**src/rtl/swm_pkg.sv**
```systemverilog
// Constants, register map and state codes for the sleep and wakeup sequencer
// ----------------------------------------------------------------------------
// ----------------------------------------------------------------------------
package swm_pkg;
    // ------------------------------------------------------------------------
    // Register map, full address is {bank flag, 8-bit offset}
    // ------------------------------------------------------------------------
    localparam int ADDR_W = 9;
    localparam logic [8:0] ADDR_VOLTAGE_LEVEL_CONTROL = 9'h1e3;
    localparam logic [8:0] ADDR_VOLTAGE_COMPARATOR_STATUS = 9'h1e4;
    localparam logic [8:0] ADDR_MONITOR_DUTY_TRIM = 9'h1eb;
    localparam logic [7:0] VLC_RESET = 8'h00;
    localparam logic [7:0] VCS_RESET = 8'h00;
    localparam logic [7:0] MDT_RESET = 8'h00;
    localparam logic [7:0] VLC_WMASK = 8'h37;
    localparam logic [7:0] MDT_WMASK = 8'hc0;
    // Field positions
    localparam int RTR_LSB = 4;
    localparam int UTS_LSB = 0;
    localparam int DUTY_LSB = 6;
    localparam int STAT_LVD_BIT = 1;
    localparam int STAT_POR_BIT = 0;
    localparam logic [1:0] RTR_RANGE_2V7 = 2'h0;
    localparam logic [1:0] RTR_RANGE_3V = 2'h1;
    localparam logic [1:0] RTR_NO_RESET = 2'h3;
    // Monitor duty periods, last count of each period in slow clock ticks
    localparam logic [1:0] DUTY_128 = 2'h0;
    localparam logic [1:0] DUTY_512 = 2'h1;
    localparam logic [1:0] DUTY_32 = 2'h2;
    localparam logic [1:0] DUTY_8 = 2'h3;
    localparam logic [8:0] DUTY_LAST_128 = 9'h07f;
    localparam logic [8:0] DUTY_LAST_512 = 9'h1ff;
    localparam logic [8:0] DUTY_LAST_32 = 9'h01f;
    localparam logic [8:0] DUTY_LAST_8 = 9'h007;
    // ------------------------------------------------------------------------
    // Timing
    // ------------------------------------------------------------------------
    localparam longint CLK_HZ = 25000000;
    localparam longint WAKE_MIN_US = 75;
    localparam longint WAKE_MAX_US = 105;
    localparam int LAT_W = 12;
    localparam logic [11:0] WAKE_MIN_CYC = 12'((WAKE_MIN_US * CLK_HZ + 999999) / 1000000);
    localparam logic [11:0] WAKE_MAX_CYC = 12'((WAKE_MAX_US * CLK_HZ) / 1000000);
    // ------------------------------------------------------------------------
    // Sequencer states
    // ------------------------------------------------------------------------
    typedef enum logic [7:0] {
        ST_AWAKE = 8'b00000001,
        ST_REQ = 8'b00000010,
        ST_ACKED = 8'b00000100,
        ST_SLEEP = 8'b00001000,
        ST_SYNC = 8'b00010000,
        ST_PWRUP = 8'b00100000,
        ST_SAMPLED = 8'b01000000,
        ST_RELEASE = 8'b10000000
    } swm_state_t;
endpackage

```
**src/rtl/swm_sleep_seq.sv**
```systemverilog
// Sleep entry, wakeup sequencing and supply monitor registers
`timescale 1ns/1ps
module swm_sleep_seq (
    input wire logic ref_clk, // Core clock, 25 MHz
    input wire logic rst_n, // Asynchronous reset, active low
    input wire logic ce, // Clock enable, freezes state when low
    input wire logic sleep_set, // Pulse: firmware set the sleep bit
    input wire logic irq_pending, // Any unmasked interrupt pending
    input wire logic cpu_halt_acknowledge, // CPU halt acknowledge
    input wire logic low_speed_clk, // 32 kHz oscillator, asynchronous
    input wire logic precision_reset_comparator, // Reset comparator raw output
    input wire logic undervoltage_detect, // Undervoltage comparator raw output
    input wire logic extended_io_bank_flag, // Second I/O bank selected
    input wire logic [7:0] io_addr, // I/O address within bank
    input wire logic io_wr, // I/O write strobe
    input wire logic io_rd, // I/O read strobe
    input wire logic [7:0] io_wdata, // I/O write data
    output logic [7:0] io_rdata, // I/O read data
    output logic io_hit, // Address matches one of our registers
    output logic cpu_halt_request, // Halt request to CPU
    output logic global_power_down, // Power-down to flash, osc, filter, bandgap
    output logic monitor_enable, // Supply monitor powered
    output logic [1:0] reset_trip_range, // Reset comparator range
    output logic [2:0] undervoltage_trip_select, // Undervoltage threshold
    output logic precision_reset, // Reset request from comparator
    output logic flash_enable, // Flash allowed to run
    output logic undervoltage_event, // Pulse: undervoltage tripped
    output logic wake_done // Pulse: CPU released after wakeup
);
    import swm_pkg::*;

    // ------------------------------------------------------------------------
    // Reset release and input synchronisers
    // ------------------------------------------------------------------------
    logic [1:0] rst_sync_q;
    logic srst_n;
    logic [2:0] ls_meta_q, ls_sync_q;
    logic ls_prev_q;
    logic ls_rise, ls_fall;

    // Reset asserts at once, releases after two edges
    always_ff @(posedge ref_clk or negedge rst_n) begin
        if (!rst_n) begin
            rst_sync_q <= 2'b00;
        end else begin
            rst_sync_q <= {rst_sync_q[0], 1'b1};
        end
    end
    assign srst_n = rst_sync_q[1];

    // Slow clock and comparators are asynchronous: two flops each
    always_ff @(posedge ref_clk or negedge srst_n) begin
        if (!srst_n) begin
            ls_meta_q <= 3'b000;
            ls_sync_q <= 3'b000;
            ls_prev_q <= 1'b0;
        end else if (ce) begin
            ls_meta_q <= {undervoltage_detect, precision_reset_comparator, low_speed_clk};
            ls_sync_q <= ls_meta_q;
            ls_prev_q <= ls_sync_q[0];
        end
    end
    assign ls_rise = ce & ls_sync_q[0] & ~ls_prev_q;
    assign ls_fall = ce & ~ls_sync_q[0] & ls_prev_q;

    // ------------------------------------------------------------------------
    // Register file
    // ------------------------------------------------------------------------
    logic [7:0] vlc_q, vlc_d;
    logic [7:0] mdt_q, mdt_d;
    logic [7:0] vcs_q, vcs_d;
    logic [ADDR_W-1:0] full_addr;
    logic sel_vlc, sel_vcs, sel_mdt;
    logic monitor_on;

    // Registers exist only in the second bank, so the flag is part of the address
    assign full_addr = {extended_io_bank_flag, io_addr};
    assign sel_vlc = (full_addr == ADDR_VOLTAGE_LEVEL_CONTROL);
    assign sel_vcs = (full_addr == ADDR_VOLTAGE_COMPARATOR_STATUS);
    assign sel_mdt = (full_addr == ADDR_MONITOR_DUTY_TRIM);
    assign io_hit = sel_vlc | sel_vcs | sel_mdt;

    // Writable fields; reserved bits are masked so they stay zero
    always_comb begin
        vlc_d = vlc_q;
        mdt_d = mdt_q;
        if (io_wr && sel_vlc) begin
            vlc_d = io_wdata & VLC_WMASK;
        end
        if (io_wr && sel_mdt) begin
            mdt_d = io_wdata & MDT_WMASK;
        end
    end

    always_ff @(posedge ref_clk or negedge srst_n) begin
        if (!srst_n) begin
            vlc_q <= VLC_RESET;
            mdt_q <= MDT_RESET;
        end else if (ce) begin
            vlc_q <= vlc_d;
            mdt_q <= mdt_d;
        end
    end

    // Field outputs to the analog trip circuits
    assign reset_trip_range = vlc_q[RTR_LSB +: 2];
    assign undervoltage_trip_select = vlc_q[UTS_LSB +: 3];

    // Read mux, unmapped addresses and reserved bits read zero
    always_comb begin
        io_rdata = 8'h00;
        if (io_rd) begin
            if (sel_vlc) begin
                io_rdata = vlc_q;
            end else if (sel_vcs) begin
                io_rdata = vcs_q;
            end else if (sel_mdt) begin
                io_rdata = mdt_q;
            end
        end
    end

    // ------------------------------------------------------------------------
    // Sleep and wakeup sequencer
    // ------------------------------------------------------------------------
    swm_state_t state_q, state_d;
    logic [LAT_W-1:0] lat_q, lat_d;
    logic wake_seen_q, wake_seen_d;
    logic sample_now;

    always_comb begin
        state_d = state_q;
        lat_d = lat_q;
        wake_seen_d = wake_seen_q;
        sample_now = 1'b0;
        case (state_q)
            ST_AWAKE: begin
                if (sleep_set) begin
                    state_d = ST_REQ;
                end
            end
            ST_REQ: begin
                if (cpu_halt_acknowledge) begin
                    state_d = ST_ACKED;
                end
            end
            ST_ACKED: begin
                // One core cycle stands in for the falling-edge wait
                state_d = ST_SLEEP;
                wake_seen_d = 1'b0;
            end
            ST_SLEEP: begin
                // Interrupt is caught even if it ends before the slow edge
                if (irq_pending) begin
                    wake_seen_d = 1'b1;
                end
                if ((irq_pending || wake_seen_q) && ls_fall) begin
                    state_d = ST_SYNC;
                    lat_d = '0;
                end
            end
            ST_SYNC: begin
                if (ls_rise) begin
                    state_d = ST_PWRUP;
                end
            end
            ST_PWRUP: begin
                if (ls_rise) begin
                    state_d = ST_SAMPLED;
                    sample_now = 1'b1;
                end
            end
            ST_SAMPLED: begin
                // Hold release until the minimum latency; force it at the maximum
                if ((ls_fall && lat_q >= WAKE_MIN_CYC) || lat_q >= WAKE_MAX_CYC) begin
                    state_d = ST_RELEASE;
                end
            end
            ST_RELEASE: begin
                if (!cpu_halt_acknowledge) begin
                    state_d = ST_AWAKE;
                end
            end
            default: begin
                state_d = ST_AWAKE;
            end
        endcase
        if ((state_q == ST_SYNC || state_q == ST_PWRUP || state_q == ST_SAMPLED)
            && lat_q != WAKE_MAX_CYC) begin
            lat_d = lat_q + 12'h001;
        end
    end

    always_ff @(posedge ref_clk or negedge srst_n) begin
        if (!srst_n) begin
            state_q <= ST_AWAKE;
            lat_q <= '0;
            wake_seen_q <= 1'b0;
        end else if (ce) begin
            state_q <= state_d;
            lat_q <= lat_d;
            wake_seen_q <= wake_seen_d;
        end
    end

    // Request rises in the same cycle as the sleep bit write
    assign cpu_halt_request = (state_q == ST_AWAKE && sleep_set)
        || state_q == ST_REQ || state_q == ST_ACKED || state_q == ST_SLEEP
        || state_q == ST_SYNC || state_q == ST_PWRUP || state_q == ST_SAMPLED;
    // Every powered-down block follows this one signal without firmware help
    assign global_power_down = (state_q == ST_SLEEP || state_q == ST_SYNC);
    assign wake_done = ce && state_q == ST_RELEASE && !cpu_halt_acknowledge;

    // ------------------------------------------------------------------------
    // Supply monitor duty cycle and comparator status
    // ------------------------------------------------------------------------
    swm_duty_gen u_duty (
        .ref_clk(ref_clk),
        .rst_n(srst_n),
        .ce(ce),
        .ls_rise(ls_rise),
        .duty_sel(mdt_q[DUTY_LSB +: 2]),
        .sleeping(global_power_down),
        .monitor_on(monitor_on)
    );
    assign monitor_enable = monitor_on;

    // Status tracks comparators live when awake except in ST_PWRUP, sampled at its end; in sleep only while the
    // monitor is powered, since its outputs are meaningless when off
    always_comb begin
        vcs_d = vcs_q;
        if (sample_now || (!global_power_down && state_q != ST_PWRUP)
            || (global_power_down && monitor_on)) begin
            vcs_d[STAT_LVD_BIT] = ls_sync_q[2];
            vcs_d[STAT_POR_BIT] = ls_sync_q[1];
        end
    end

    always_ff @(posedge ref_clk or negedge srst_n) begin
        if (!srst_n) begin
            vcs_q <= VCS_RESET;
        end else if (ce) begin
            vcs_q <= vcs_d;
        end
    end

    // Level 11 reports the comparator but never resets
    assign precision_reset = vcs_q[STAT_POR_BIT] && reset_trip_range != RTR_NO_RESET;
    // Flash runs only when powered and supply is above the selected trip
    assign flash_enable = !global_power_down && !vcs_q[STAT_LVD_BIT];
    assign undervoltage_event = ce && vcs_d[STAT_LVD_BIT] && !vcs_q[STAT_LVD_BIT];
endmodule // swm_sleep_seq

```
**src/rtl/swm_duty_gen.sv**
```systemverilog
// Supply monitor duty-cycle generator driven by slow clock ticks
`timescale 1ns/1ps
module swm_duty_gen (
    input wire logic ref_clk, // Core clock
    input wire logic rst_n, // Synchronised reset, active low
    input wire logic ce, // Clock enable
    input wire logic ls_rise, // One-cycle pulse per slow clock period
    input wire logic [1:0] duty_sel, // Monitor sleep duty code
    input wire logic sleeping, // Duty cycling active
    output logic monitor_on // Monitor powered this period
);
    import swm_pkg::*;

    logic [8:0] cnt_q, cnt_d;
    logic [8:0] last;
    logic on_q, on_d;

    // ------------------------------------------------------------------------
    // Period length and counter
    // ------------------------------------------------------------------------
    // One slow period on, remainder of the period off
    always_comb begin
        case (duty_sel)
            DUTY_128: last = DUTY_LAST_128;
            DUTY_512: last = DUTY_LAST_512;
            DUTY_32: last = DUTY_LAST_32;
            default: last = DUTY_LAST_8;
        endcase
        cnt_d = cnt_q;
        on_d = on_q;
        if (!sleeping) begin
            cnt_d = 9'h000;
            on_d = 1'b1;
        end else if (ls_rise) begin
            cnt_d = (cnt_q >= last) ? 9'h000 : cnt_q + 9'h001;
            on_d = (cnt_d == 9'h000);
        end
    end

    always_ff @(posedge ref_clk or negedge rst_n) begin
        if (!rst_n) begin
            cnt_q <= 9'h000;
            on_q <= 1'b1;
        end else if (ce) begin
            cnt_q <= cnt_d;
            on_q <= on_d;
        end
    end

    assign monitor_on = on_q;
endmodule // swm_duty_gen

```
**config.mk**
```make
export PLATFORM = sky130hd
export DESIGN_NAME = swm_sleep_seq
export DESIGN_NICKNAME = d
export VERILOG_FILES = /design/src/rtl/swm_pkg.sv /design/src/rtl/swm_sleep_seq.sv /design/src/rtl/swm_duty_gen.sv
export SDC_FILE = /design/constraint.sdc
export NUM_CORES = 1
export LEC_CHECK = 0
export ABC_AREA = 1
export BUFFER_PORTS_ARGS = -buffer_cell sky130_fd_sc_hd__clkbuf_2
export CAP_MARGIN = 15
export CORE_ASPECT_RATIO = 1.25
export CORE_MARGIN = 2
export CORE_UTILIZATION = 62
export DETAILED_ROUTE_END_ITERATION = 10
export GPL_TIMING_DRIVEN = 0
export PLACE_DENSITY = 0.86
export SYNTH_ARGS = -nofsm -noshare
export SYNTH_HDL_FRONTEND = slang
export SYNTH_SLANG_ARGS = --single-unit
```
**constraint.sdc**
```tcl
create_clock -name ref_clk -period 4.35 [get_ports ref_clk]
set_input_delay 0.87 -clock ref_clk [delete_from_list [all_inputs] [get_ports ref_clk]]
set_output_delay 0.87 -clock ref_clk [all_outputs]
set_load 0.02 [all_outputs]
```
==> summary.md <==
| Metric | Value |
|---|---|
| # nets final | `534` |
| CP max FO | `6` |
| Ys flop type | `dfrtp_1` |
| Switch share | `42.09%` |
| Initial Util | `64.18%` |
| P_sw | `0.6084 mW` |
| Placer's final routability congestion estimate | `0.9023` |
| CP endpoint kind | `output port` |
| # resized after CTS | `0` |
| Combinational Power Share | `37.4%` |
| R2R depth | `11` |
| Hold WC Path Type | `flip-flop to async pin` |
| Area delta synth->final | `13.10%` |
| Worst setup margin | `1.331 ns` |
| Final hold violations | `0` |
| Routed WL | `6.834 mm` |
| Pin count of the biggest net entering global routing | `34` |
| Clk_skew | `0.006370 ns` |
| Dpl cell area | `3566 sq um` |
| DR WL/cell | `12.23 um` |
| Largest cells by area after synthesis | `dfrtp_1 (36%), nand2_1 (14%), inv_1 (6.8%), nor2_1 (5.9%), nand3_1 (4.8%)` |
| Reg-to-Reg Start | `mdt_q[7]$_DFFE_PN0P_` |
| Pre-CTS setup slack | `1.391 ns` |
| Maximum clock rate | `0.3312 GHz` |
| Max cap viols | `0` |
| WP data required | `3.48 ns` |
| Commonest non-fill, non-tap cell in the layout | `nand2_1` |
| CTS tree | `yes` |
| Total setup buffers inserted after CTS | `0` |
| Slew Limit Headroom | `56.67%` |
| WS Path Type | `flip-flop to output port` |
| Period minus WS final | `3.019 ns` |
| Clock Pin Slew Worst Setup and Hold Paths | `0.10 ns` |
| Fin crit share | `69.41%` |
| Leak pwr | `1.916 nW` |
| H-tree levels | `2` |
| Antenna Violating Nets Remaining | `0` |
| Placed insts | `551` |
| Initial antenna violation count | `0` |
| Final Core Density | `72.59%` |
| Post-Synthesis Cells | `442` |
| Vias | `2993` |
| Share of Yosys cell area claimed by the top area cell type | `36.34%` |
| Syn nets | `480` |
| Clock Latency Late Sink | `0.31 ns` |
| Site Rows | `29` |
| DPL Wire Length | `5.317 mm` |
| Critical path origin | `state_q[7]$_DFFE_PN0P_` |
| Boundary pin count | `49` |
| GRT Util Overall | `25.61%` |
| Commonest non-fill, non-tap cells in the layout | `nand2_1 (123), inv_1 (59), nor2_1 (51), clkbuf_2 (46), dfrtp_1 (46)` |
| R2R setup slack | `2.46 ns` |
| CTS Buffer Depth | `2` |
| CP arrival | `2.15 ns` |
| Core area | `5044 sq um` |
| Final setup violation count | `0` |
| Synth warn | `0` |
| GR Overflow Total | `0` |
| Synth cell types | `40` |
| PortBufs | `46` |
| First-pass GRT wire length | `11.49 mm` |
| Die W | `68.63 um` |
| Share of layout cells above drive strength 1 | `19.32%` |
| Post-synth ARST share | `100.0%` |
| Pwr/cell area | `394.8 nW/um^2` |
| Leading area contributor after synthesis | `dfrtp_1` |
| EDFF count, synth | `0` |
| CTS root buffer | `clkbuf_8` |
| Die ar. | `5818 sq um` |
| Drt pass-1 iters | `4` |
| DRC | `0` |
| Final instance area | `3661 sq um` |
| Initial DRC Count | `135` |
| Max-slew violation count | `0` |
| Vias per cell | `5.354` |
| Final Instance Count excl. Fillers | `559` |
| Startpoint types | `flip-flop` |
| FF-to-FF End | `u_duty.monitor_on$_DFFE_PN1P_` |
| Syn Area/Cell | `7.323 sq um` |
| TritonCTS Buffers | `5` |
| Cts hold-fix bufs | `0` |
| Status | `finished, final reports clean` |
| Maximum VDD drop | `0.0003039 V` |
| CTS sink count | `49` |
| Sequential share of power | `42.9%` |
| Netlist Area Pre-Place | `3237 sq um` |
| Diodes inserted | `0` |
| Actual slew at the worst max-slew pin | `0.6499 ns` |
| Worst Setup EP | `undervoltage_event` |
| Die H | `84.79 um` |
| Post-synthesis sequential area ratio | `37.96%` |
| RSZ-0062 raised after global routing | `false` |
| P_int | `0.8370 mW` |
| Setup TNS | `0 ns` |
| Vias in the first global route | `2800` |
| Clk pwr share | `19.7%` |
| #FFs+latches synth | `49` |
==> through the flow <==
step                      hold WS (ns)  power [mW]
after detailed placement        0.1883       1.162
after global placement          0.3393       1.137
after CTS                       0.1969       1.449
after global routing            0.2197       1.557
final                           0.1842       1.445
after floorplan                 0.3312       1.031
==> worst max-delay path, cell delays in order, from the launching register on <==
cell and delay [ns]:
dfrtp_1 0.45, nor2_2 0.24, nand2_2 0.13, inv_2 0.10, nand2_4 0.10, nand2_4 0.14, nand2_1 0.07, o21ai_2 0.08
nand2_1 0.08, o21ai_1 0.11, nand3_1 0.10, inv_1 0.06, clkbuf_2 0.16
==> synth_stat cells, types with 3 or more instances <==
master,number
o21ai_0,15
nand3_2,3
ha_1,10
o21ai_1,8
nor2_4,4
clkbuf_1,3
nor3_1,6
inv_1,59
xor2_1,9
nand2_1,123
nand3b_1,5
inv_2,3
nand4_1,6
nand3_1,31
nand2_2,7
dfrtp_1,47
o32ai_1,6
a21oi_1,13
nor4_1,3
nor2_1,51
nand2_4,4
==> how the worst min path moves through the flow <==
stage	start	to	slack [ns]
after global placement	rst_sync_q[0]$_DFF_PN0_	rst_sync_q[1]$_DFF_PN0_	0.34
after CTS	rst_sync_q[1]$_DFF_PN0_	lat_q[10]$_DFFE_PN0P_	0.20
final	rst_sync_q[1]$_DFF_PN0_	lat_q[9]$_DFFE_PN0P_	0.18
after floorplan	rst_sync_q[0]$_DFF_PN0_	rst_sync_q[1]$_DFF_PN0_	0.33
after detailed placement	rst_sync_q[1]$_DFF_PN0_	lat_q[9]$_DFFE_PN0P_	0.19
after global routing	rst_sync_q[1]$_DFF_PN0_	lat_q[9]$_DFFE_PN0P_	0.22
==> cell families (layout without fill, tap and decap cells) <==
group	after synthesis	in the layout	share of synthesized area (%)
AND/OR/NAND/NOR	250	250	36.41
buffers and inverters	70	125	8.658
flip-flops	49	49	37.96
AO/OA/AOI/OAI	48	48	9.200
XOR/XNOR	11	11	2.977
adder cells (fa/ha/maj)	10	10	3.865
other	2	2	0.2320
multiplexers	2	2	0.6957
==> power by group through the flow <==
stage	Combinational, mW	Sequential [mW]	Clock [mW]
after floorplan	0.419	0.612	0
after global placement	0.509	0.628	0
after detailed placement	0.536	0.626	0
after CTS	0.541	0.619	0.289
after global routing	0.614	0.633	0.310
final	0.541	0.620	0.284
==> routing by layer <==
layer	up-vias	track usage, %	share of wire, %	routed length (um)
met5	-	0	0	0
met4	0	7.455	1.8	122
met3	11	3.887	4.4	298
met2	77	47.29	52	3544
met1	1387	29.19	42	2868
li1	1518	-	-	-
==> state kept, by name (all words and copies together), names as in the netlist <==
signal / count
u_duty.cnt_q: 9
state_q: 8
vlc_q: 5
vcs_q: 2
ls_meta_q: 3
lat_q: 12
ls_sync_q: 3
wake_seen_q: 1
u_duty.monitor_on: 1
ls_prev_q: 1
rst_sync_q: 2
mdt_q: 2
==> cell type report <==
cell class / count / area, sq um
clock inverters: 3 / 26.28
multi-input cells: 323 / 1728
fillers: 400 / 1383
repair buffers: 47 / 250.2
flip-flops and latches: 49 / 1230
well taps: 62 / 77.57
plain buffers: 6 / 37.54
inverters: 64 / 242.7
clock buffers: 5 / 68.82
Power figures use the tool's default switching activity.
